## src/bscu_pkg.sv

```systemverilog
package bscu_pkg;
  localparam int BSCU_DW = 8;
  localparam int BSCU_PCW = 16;
  localparam int BSCU_KW = 7;
  localparam int BSCU_IO_AW = 5;
  localparam logic [5:0] BSCU_IO_BIT_MAX = 6'h1F;
  localparam int FLG_C = 0;
  localparam int FLG_Z = 1;
  localparam int FLG_N = 2;
  localparam int FLG_V = 3;
  localparam int FLG_S = 4;
  localparam int FLG_H = 5;
  localparam int FLG_T = 6;
  localparam logic [BSCU_PCW-1:0] BSCU_PC_ONE = 16'h0001;
  localparam logic [BSCU_PCW-1:0] BSCU_PC_TWO = 16'h0002;
  localparam logic [BSCU_PCW-1:0] BSCU_PC_THREE = 16'h0003;
  localparam logic [BSCU_PCW-1:0] BSCU_PC_RESET = 16'h0000;
  localparam logic [BSCU_DW-1:0] BSCU_FLAGS_RESET = 8'h00;

  typedef enum logic [4:0] {
    BSCU_NOP,
    compare_immediate_op,
    skip_reg_bit_clear_op,
    skip_reg_bit_set_op,
    skip_io_bit_clear_op,
    skip_io_bit_set_op,
    branch_status_bit_set_op,
    branch_status_bit_clear_op,
    branch_carry_set_op,
    branch_carry_clear_op,
    branch_unsigned_ge_op,
    branch_unsigned_lt_op,
    branch_signed_ge_op,
    branch_signed_lt_op,
    branch_halfcarry_set_op,
    branch_halfcarry_clear_op,
    branch_tbit_set_op,
    branch_tbit_clear_op
  } bscu_op_t;

  typedef struct packed {
    bscu_op_t op;
    logic [BSCU_DW-1:0] reg_val;
    logic [BSCU_DW-1:0] imm;
    logic [BSCU_IO_AW:0] io_addr;
    logic [BSCU_DW-1:0] io_val;
    logic [2:0] bit_sel;
    logic [BSCU_KW-1:0] k;
    logic next_two_word;
  } bscu_instr_t;

  typedef struct packed {
    logic [BSCU_PCW-1:0] pc;
    logic [BSCU_DW-1:0] flags;
    logic busy;
    logic done;
    logic taken;
    logic io_bad;
  } bscu_state_t;
endpackage

```

## src/bscu_core.sv

```systemverilog
// Operation
// - compare immediate sets ZNVSCH, one cycle
// - register bit skip, flags untouched
// - io bit skip, pc plus 2 or 3
// - status bit s branch, pc+k+1
// - carry branches test C
// - unsigned branches use carry flag
// - signed branches use N xor V
// - half-carry branches test H
// - T flag branches test T
// - io bit skip only addresses 0 to 1F
`timescale 1ns/100ps
module bscu_core (
  input wire logic clk,
  input wire logic rst,
  input wire logic instr_valid,
  input wire bscu_pkg::bscu_instr_t instr,
  output bscu_pkg::bscu_state_t state
);
  import bscu_pkg::*;

  typedef enum logic [1:0] {BSCU_IDLE, BSCU_WAIT1, BSCU_WAIT2} bscu_fsm_t;

  bscu_fsm_t fsm_reg, fsm_next;
  bscu_state_t st_reg, st_next;

  function automatic logic pick_bit(input logic [BSCU_DW-1:0] v,
                                    input logic [2:0] b);
    pick_bit = v[b];
  endfunction

  logic [BSCU_DW:0] diff;
  logic cond, is_skip, is_branch, io_ok;
  logic [BSCU_DW-1:0] f;
  logic [BSCU_PCW-1:0] k_ext;

  always_comb begin
    fsm_next = fsm_reg;
    st_next = st_reg;
    st_next.done = 1'b0;
    f = st_reg.flags;
    diff = {1'b0, instr.reg_val} - {1'b0, instr.imm};
    k_ext = BSCU_PCW'(signed'(instr.k));
    io_ok = (instr.io_addr <= BSCU_IO_BIT_MAX);
    is_skip = 1'b0;
    is_branch = 1'b0;
    cond = 1'b0;
    case (instr.op)
      skip_reg_bit_clear_op: begin
        is_skip = 1'b1;
        cond = !pick_bit(instr.reg_val, instr.bit_sel);
      end
      skip_reg_bit_set_op: begin
        is_skip = 1'b1;
        cond = pick_bit(instr.reg_val, instr.bit_sel);
      end
      skip_io_bit_clear_op: begin
        is_skip = 1'b1;
        cond = io_ok && !pick_bit(instr.io_val, instr.bit_sel);
      end
      skip_io_bit_set_op: begin
        is_skip = 1'b1;
        cond = io_ok && pick_bit(instr.io_val, instr.bit_sel);
      end
      branch_status_bit_set_op: begin
        is_branch = 1'b1;
        cond = pick_bit(f, instr.bit_sel);
      end
      branch_status_bit_clear_op: begin
        is_branch = 1'b1;
        cond = !pick_bit(f, instr.bit_sel);
      end
      branch_carry_set_op: begin
        is_branch = 1'b1;
        cond = f[FLG_C];
      end
      branch_carry_clear_op: begin
        is_branch = 1'b1;
        cond = !f[FLG_C];
      end
      branch_unsigned_ge_op: begin
        is_branch = 1'b1;
        cond = !f[FLG_C];
      end
      branch_unsigned_lt_op: begin
        is_branch = 1'b1;
        cond = f[FLG_C];
      end
      branch_signed_ge_op: begin
        is_branch = 1'b1;
        cond = !(f[FLG_N] ^ f[FLG_V]);
      end
      branch_signed_lt_op: begin
        is_branch = 1'b1;
        cond = f[FLG_N] ^ f[FLG_V];
      end
      branch_halfcarry_set_op: begin
        is_branch = 1'b1;
        cond = f[FLG_H];
      end
      branch_halfcarry_clear_op: begin
        is_branch = 1'b1;
        cond = !f[FLG_H];
      end
      branch_tbit_set_op: begin
        is_branch = 1'b1;
        cond = f[FLG_T];
      end
      branch_tbit_clear_op: begin
        is_branch = 1'b1;
        cond = !f[FLG_T];
      end
      default: begin
        cond = 1'b0;
      end
    endcase
    case (fsm_reg)
      BSCU_IDLE: begin
        if (instr_valid) begin
          st_next.taken = cond;
          st_next.io_bad = 1'b0;
          if (instr.op == compare_immediate_op) begin
            // result dropped, only flags kept
            st_next.flags[FLG_C] = diff[BSCU_DW];
            st_next.flags[FLG_Z] = (diff[BSCU_DW-1:0] == '0);
            st_next.flags[FLG_N] = diff[BSCU_DW-1];
            st_next.flags[FLG_V] = (instr.reg_val[BSCU_DW-1] ^
                                    instr.imm[BSCU_DW-1]) &
                                   (instr.reg_val[BSCU_DW-1] ^
                                    diff[BSCU_DW-1]);
            st_next.flags[FLG_S] = diff[BSCU_DW-1] ^ st_next.flags[FLG_V];
            st_next.flags[FLG_H] = (instr.reg_val[3:0] < instr.imm[3:0]);
            st_next.pc = st_reg.pc + BSCU_PC_ONE;
            st_next.done = 1'b1;
          end else if (is_skip) begin
            // unmapped io address never skips, flagged for the core
            if ((instr.op == skip_io_bit_clear_op ||
                 instr.op == skip_io_bit_set_op) && !io_ok) begin
              st_next.io_bad = 1'b1;
            end
            if (cond) begin
              st_next.pc = st_reg.pc + (instr.next_two_word ?
                           BSCU_PC_THREE : BSCU_PC_TWO);
              st_next.busy = 1'b1;
              fsm_next = instr.next_two_word ? BSCU_WAIT2 :
                         BSCU_WAIT1;
            end else begin
              st_next.pc = st_reg.pc + BSCU_PC_ONE;
              st_next.done = 1'b1;
            end
          end else if (is_branch) begin
            if (cond) begin
              st_next.pc = st_reg.pc + k_ext + BSCU_PC_ONE;
              st_next.busy = 1'b1;
              fsm_next = BSCU_WAIT1;
            end else begin
              st_next.pc = st_reg.pc + BSCU_PC_ONE;
              st_next.done = 1'b1;
            end
          end else begin
            st_next.pc = st_reg.pc + BSCU_PC_ONE;
            st_next.done = 1'b1;
          end
        end
      end
      BSCU_WAIT2: begin
        fsm_next = BSCU_WAIT1;
      end
      BSCU_WAIT1: begin
        st_next.busy = 1'b0;
        st_next.done = 1'b1;
        fsm_next = BSCU_IDLE;
      end
      default: begin
        fsm_next = BSCU_IDLE;
      end
    endcase
  end

  always_ff @(posedge clk) begin
    if (rst) begin
      fsm_reg <= BSCU_IDLE;
      st_reg <= '{pc: BSCU_PC_RESET, flags: BSCU_FLAGS_RESET,
                 default: 1'b0};
    end else begin
      fsm_reg <= fsm_next;
      st_reg <= st_next;
    end
  end

  assign state = st_reg;
endmodule

```

## config.mk

```make
export PLATFORM = sky130hd
export DESIGN_NAME = bscu_core
export DESIGN_NICKNAME = d
export VERILOG_FILES = /design/src/bscu_pkg.sv /design/src/bscu_core.sv
export SDC_FILE = /design/constraint.sdc
export NUM_CORES = 1
export LEC_CHECK = 0
export BUFFER_PORTS_ARGS = -buffer_cell sky130_fd_sc_hd__buf_2
export CORE_AREA = 4 4 96 98
export CTS_CLUSTER_DIAMETER = 30
export CTS_CLUSTER_SIZE = 28
export DETAILED_ROUTE_END_ITERATION = 12
export DIE_AREA = 0 0 100 102
export GPL_ROUTABILITY_DRIVEN = 0
export GPL_TIMING_DRIVEN = 0
export SETUP_SLACK_MARGIN = 0.1
export SLEW_MARGIN = 10
export SYNTH_ARGS = -nofsm -noshare
export SYNTH_HDL_FRONTEND = slang
export SYNTH_SLANG_ARGS = --single-unit
```

## constraint.sdc

```tcl
create_clock -name clk -period 2.9 [get_ports clk]
set_clock_uncertainty 0.05 [all_clocks]
set_input_delay 0.29 -clock clk [delete_from_list [all_inputs] [get_ports clk]]
set_output_delay 0.29 -clock clk [all_outputs]
set_load 0.02 [all_outputs]
```

==> reports/qor.yml, run 1 <==
critPathArrivalTime_ps: 2770
antenna_found_initial: 0
row_count: 34
yosys.area.top_type: "dfxtp_1"
instances_no_fill: 623
overflow: 0
drv_slew: 0
start_util_pct: 38.6
synthTopCellsByArea: "dfxtp_1, ha_1, a21oi_1, o21ai_0, xnor2_1"
crit_path_start_kind: "flop"
syn_inst: 441
vias: 3565
ios: 77
synth_seq_cells: 28
htreeDepth: 1
diodes: 0
area_growth_pct: 19.1
grt_pass1_vias: 3412
cts_tree: "yes"
synth-simple-area-share_pct: 24.3
finalSetupViolCount: 0
grt_max_degree: 17
place.detailed.hpwl_mm: 7.48
cts_made_buffers: 3
rsz0062_at_grt: "false"
fin_nets: 594
synth_edf_count: 0
fmax_ghz: 0.377
cp.required_ps: 3010
crit_path_top_delay_cell: "dfxtp_4"
layout_min_cycle_time_ps: 2660
hp-class: "in -> reg"
synthFlopType: "dfxtp_1"
clkLatencyLatePin_ps: 290
max_slew_margin_pct: 44.4
ant_nets: 0
maxCapViolCount: 0
dr.pass1.iters: 5
io_buffers: 65
clk_pin_slew_worst_paths_ps: 110
route.detailed.wl_per_inst_microns: 15.9
crit_path_max_incr_delay_ps: 360
synthMuxAreaShare_pct: 5.52
grt_pass1_wl_mm: 16.6
vias_per_cell: 5.72
die_w_microns: 100
dieArea_sq_um: 10200
multi_input_area_sq_um: 2570
total_power_mw: 1.41
synth-compound-area-share_pct: 25.1
wl_mm: 9.90
sequentialPowerShare_pct: 32.0
critPathMostFrequentCell: "inv_2"
p_int_mw: 0.860
synth_top_area_share_pct: 17.2
clockBufferDepth: 2
power_density_nw_per_um2: 362
crit_chain: "inv_2, ha_4, inv_2, fa_2, a211oi_2, o21ai_2, a311o_1, buf_4, xor2_1, a221o_1, o21ai_0, a211oi_1"
power.leakage_nw: 1.75
largest_reg_flops: 20
p_switching_mw: 0.547
track_usage_pct: 19.7
p_sw_share_pct: 38.9
final-hold-violation-count: 0
die_h_microns: 102
cts.sinks: 28
root_buffer: "clkbuf_8"
outcome: "complete, no violations"
cp-end-kind: "flop"
layout-drive-gt1-share_pct: 20.4
p_comb_share_pct: 44.3
synth_top_family_by_area: "compound AO/OA/AOI/OAI gates"
detail_route.iter0.violations: 228
ff_latch_area_sq_um: 564
fillers: 855
async_reset_ff_share_pct: 0
irDropWorstVdd_uv: 183
worst_pin_slew_ps: 831
yosys.area_share.adder_pct: 11.8
ys_seq_area_share_pct: 17.2
dp_cells: 615
power.share.clock_pct: 23.6
synth_cell_types: 58
min_period_over_period_pct: 91.6
core_sq_um: 8470
ys_warn_count: 0
synthesis.area_sq_um: 3270
path_max_fanout: 3
crit_type: "reg -> reg"
synth-xor-area-share_pct: 10.2
drc: 0
synth_area_per_cell_sq_um: 7.41
area by class of cell:
type	count	area share, %
timing repair buffer	69	9.13
tap	108	3.47
inverter	22	2.12
buffer	24	2.83
clock buffer	3	1.06
multi-input combinational	368	66.1
clock inverter	1	0.772
sequential	28	14.5
power groups by stage:
stage                     clock [mW]  combinational (mW)  sequential (mW)
after CTS                      0.332               0.604            0.450
final                          0.333               0.624            0.451
after detailed placement           0               0.584            0.461
after floorplan                    0               0.392            0.481
after global placement             0               0.575            0.460
after global routing           0.347               0.694            0.456
cell usage in the layout (no fill, tap or decap), types with 4 or more instances in the layout:
cell,count
buf_2,71
nand2_1,38
a21oi_1,35
o21ai_0,33
nor2_1,28
dfxtp_1,27
ha_1,25
inv_1,20
nor3_1,20
xnor2_1,19
xor2_1,19
nand3_1,16
a21o_1,14
clkbuf_1,13
and3_1,10
nor2b_1,8
mux2i_1,8
nand2b_1,7
buf_4,7
or3_1,6
a221oi_1,5
nand4_1,5
o211ai_1,4
mux4_2,4
a31oi_1,4
metrics by stage:
| stage | setup TNS, ps | setup WS, ps | hold slack [ps] | utilization (%) | instance area [sq um] |
|---|---|---|---|---|---|
| 2_1_floorplan | 0 | 139 | 387 | - | 3270 |
| 3_3_place_gp | -420 | -154 | 398 | 44.1 | 3730 |
| 3_5_place_dp | -470 | -145 | 403 | 44.1 | 3730 |
| 4_1_cts | 0 | 124 | 212 | 45.4 | 3840 |
| 5_1_grt | 0 | 114 | 252 | 46.0 | 3890 |
| 6_report | 0 | 244 | 205 | 46.0 | 3890 |
synthesized netlist by cell type (2+ instances only):
cell type	n
nand2b_1	7
a211o_1	2
o2111ai_1	2
clkbuf_1	14
dfxtp_1	28
or2_2	3
and2_1	3
nor3_1	20
ha_1	26
nor4_1	3
a211oi_1	4
buf_4	3
nor2_1	28
a22oi_1	3
mux2i_1	9
nor2b_1	8
nand3_1	16
a311oi_1	2
a31oi_1	4
xor2_1	19
o211ai_1	4
inv_1	22
nor4b_1	3
o21ai_0	35
nand2_1	39
xnor2_1	19
a221oi_1	5
fa_1	3
a21o_1	14
nor3b_1	3
and3_1	10
buf_2	6
or3_1	6
a21oi_1	37
nand4_1	5
mux4_2	4
logic make-up (layout without fill, tap and decap cells):
family,count (synthesis),in the layout
buf+inv,46,119
other cells,1,2
fa+ha+maj,29,29
mux,13,13
xor+xnor,38,38
simple gates,158,158
compound gates,128,128
flops,28,28
worst max-delay path, delay by kind of cell, from the launching register on:
| family | cells | cell delay (ps) |
|---|---|---|
| DFF | 1 | 360 |
| xor gates and xnor gates | 1 | 150 |
| adders and majority gates | 2 | 480 |
| buffers and inverters | 3 | 250 |
| AOI/OAI and AO/OA | 6 | 1230 |
final timing paths:
path	startpoint	endpoint	slack (ps)	cells after the start
worst max register to register	state[12]	state[22]	240	12
worst max-delay path	state[12]	state[22]	240	12
worst min register to register	state[0]	state[0]	410	2
worst min-delay path	instr[24]	state[0]	200	3
repair_timing:
item                       CTS  global route
pin swaps                   12             8
resized for setup           12             8
hold endpoints to repair     0             0
setup buffers                1             3
hold buffers                 0             0
setup endpoints to repair    3            10
per-layer routing:
metal	vias to the layer above	routed length [microns]	global-route usage [%]
met5	-	0	0
met4	0	210	5.28
met3	23	660	2.39
met2	147	4660	33.6
met1	1642	4380	26.4
li1	1753	-	-
No activity file was read; power rests on OpenSTA's default activity.
==> run 2: changes to the inputs <==
--- a/config.mk
+++ b/config.mk
@@ -13,6 +13,7 @@
 export DIE_AREA = 0 0 100 102
 export GPL_ROUTABILITY_DRIVEN = 0
 export GPL_TIMING_DRIVEN = 0
+export PLACE_DENSITY = 0.71
 export SETUP_SLACK_MARGIN = 0.1
 export SLEW_MARGIN = 10
 export SYNTH_ARGS = -nofsm -noshare
==> run 2 against run 1 <==
Sequential share of layout area unchanged. Design area unchanged. Non-clock buffer count unchanged. First-iteration DRC count decreased by 7.5%. Register-to-register slack about the same. Power about the same. Combinational power about the same. Fmax decreased by 0.30%. Routed wire length decreased by 1.7%. Die area unchanged. Critical endpoint is now state[24]. Largest cell class unchanged.
==> reports/qor.yml, run 2 (synthesis results as in run 1) <==
outcome: "complete, no violations"  # unchanged
fmax_ghz: 0.375  # was 0.377 GHz
die_w_microns: 100  # unchanged
wl_mm: 9.73  # was 9.90 mm
final-hold-violation-count: 0  # unchanged
vias: 3581  # was 3565
pre_cts_slack_ps: -243  # was -145 ps
grt.busiest_layer: "met2"  # unchanged
die_h_microns: 102  # unchanged
crit_type: "reg -> reg"  # unchanged
grt_pass1_wl_mm: 15.7  # was 16.6 mm
layout-drive-gt1-share_pct: 20.0  # was 20.4%
core_sq_um: 8470  # unchanged
hp-class: "in -> reg"  # unchanged
path_max_fanout: 3  # unchanged
place.detailed.hpwl_mm: 7.54  # was 7.48 mm
fillers: 856  # was 855
root_buffer: "clkbuf_8"  # unchanged
setup_ws_ps: 236  # was 244 ps
vias_per_cell: 5.75  # was 5.72
largest_reg_flops: 20  # unchanged
row_count: 34  # unchanged
critPathArrivalTime_ps: 2810  # was 2770 ps
grt_max_degree: 17  # unchanged
htreeDepth: 1  # unchanged
hold_buffers: 0  # unchanged
route.detailed.wl_per_inst_microns: 15.6  # was 15.9 microns
dpl-instance-area_sq_um: 3730  # unchanged
clk_pin_slew_worst_paths_ps: 110  # about the same
dr.pass1.iters: 5  # unchanged
irDropWorstVdd_uv: 184  # was 183 uV
finalInstanceArea_sq_um: 3890  # unchanged
gr-usage-met2_pct: 31.6  # was 33.6%
p_sw_share_pct: 38.7  # was 38.9%
clockBufferDepth: 2  # unchanged
drc: 0  # unchanged
sequentialPowerShare_pct: 32.1  # was 32.0%
dp_cells: 615  # unchanged
cp-end-kind: "flop"  # unchanged
p_comb_share_pct: 44.3  # about the same
overflow: 0  # unchanged
diodes: 0  # unchanged
cts_tree: "yes"  # unchanged
power_density_nw_per_um2: 362  # about the same
detail_route.iter0.violations: 211  # was 228
power.share.clock_pct: 23.6  # about the same
crit_path_start_kind: "flop"  # unchanged
fin_nets: 594  # unchanged
maxCapViolCount: 0  # unchanged
ios: 77  # unchanged
area_growth_pct: 19.1  # unchanged
max_slew_margin_pct: 46.0  # was 44.4%
instances_no_fill: 623  # unchanged
dieArea_sq_um: 10200  # unchanged
min_period_over_period_pct: 91.9  # was 91.6%
gr-usage-met1_pct: 24.4  # was 26.4%
track_usage_pct: 18.7  # was 19.7%
drv_slew: 0  # unchanged
layout_commonest_cell: "buf_2"  # unchanged
p_int_mw: 0.862  # was 0.860 mW
clkLatencyLatePin_ps: 300  # was 290 ps
cts.sinks: 28  # unchanged
total_power_mw: 1.41  # about the same
ant_nets: 0  # unchanged
layout_min_cycle_time_ps: 2660  # about the same
start_util_pct: 38.6  # unchanged
final_util_pct: 46.0  # unchanged
mostFrequentLayoutCells: "buf_2, nand2_1, a21oi_1"  # unchanged
finalSetupViolCount: 0  # unchanged
cp.required_ps: 3040  # was 3010 ps
io_buffers: 65  # unchanged
rsz0062_at_grt: "false"  # unchanged
p_switching_mw: 0.545  # was 0.547 mW
antenna_found_initial: 0  # unchanged
grt_pass1_vias: 3379  # was 3412
cts_made_buffers: 3  # unchanged
power.leakage_nw: 1.74  # was 1.75 nW
worst_pin_slew_ps: 808  # was 831 ps
grtUsageMet3_pct: 2.18  # was 2.39%
## run 2: cell types whose count changed in the layout (fill, tap and decap cells not counted)
cell | previous run | this run
o2111ai_2 | 1 | 0
o2111ai_1 | 1 | 2
a211oi_2 | 1 | 0
a211oi_4 | 0 | 1
clkbuf_2 | 1 | 0
clkbuf_1 | 13 | 14
## run 2: power by group through the flow
stage                     sequential, mW  clock [mW]  combinational, mW
after global routing               0.456       0.340              0.691
after global placement             0.459           0              0.568
after CTS                          0.450       0.336              0.608
after floorplan                    0.481           0              0.392
after detailed placement           0.461           0              0.582
final                              0.451       0.333              0.623
## run 2: cell type report
type	instances	area, sq um	share of cell area [%]
Buffer	24	109	2.80
Clock buffer	3	41.3	1.06
Clock inverter	1	30.0	0.772
Inverter	22	82.6	2.12
Multi-Input combinational cell	368	2570	66.1
Sequential cell	28	564	14.5
Tap cell	108	135	3.47
Timing Repair Buffer	69	355	9.13
## run 2: timing repair
item,CTS,global route
cloned,0,0
pin swaps,10,6
resized for setup,13,5
endpoints found under the setup margin,4,7
buffers inserted,3,1
## run 2: per-layer routing
layer	share of wire [%]	vias up
li1	-	1758
met1	43	1646
met2	47	155
met3	8.2	22
met4	2.5	0
met5	0	-
## run 2: final timing paths
path	slack [ps]	from	cells past startpoint	end
setup / recovery	240	state[12]	12	state[24]
hold / removal	210	instr[24]	3	state[0]
setup reg to reg	240	state[12]	12	state[24]
hold reg to reg	420	state[1]	2	state[1]
## run 2: critical path, cell delays in order, from the launching register on
cell	delay, ps
dfxtp_4	370
inv_2	60
ha_4	120
inv_2	30
fa_2	370
a211oi_4	240
o21ai_2	100
a311o_1	330
a21o_1	190
a21oi_2	140
xor2_1	210
a22oi_1	140
a41o_1	220
## run 2: stage by stage
step           setup TNS (ps)  hold slack (ps)
6_report                    0              211
3_5_place_dp             -658              409
2_1_floorplan               0              387
5_1_grt                     0              251
3_3_place_gp             -305              405
4_1_cts                     0              212
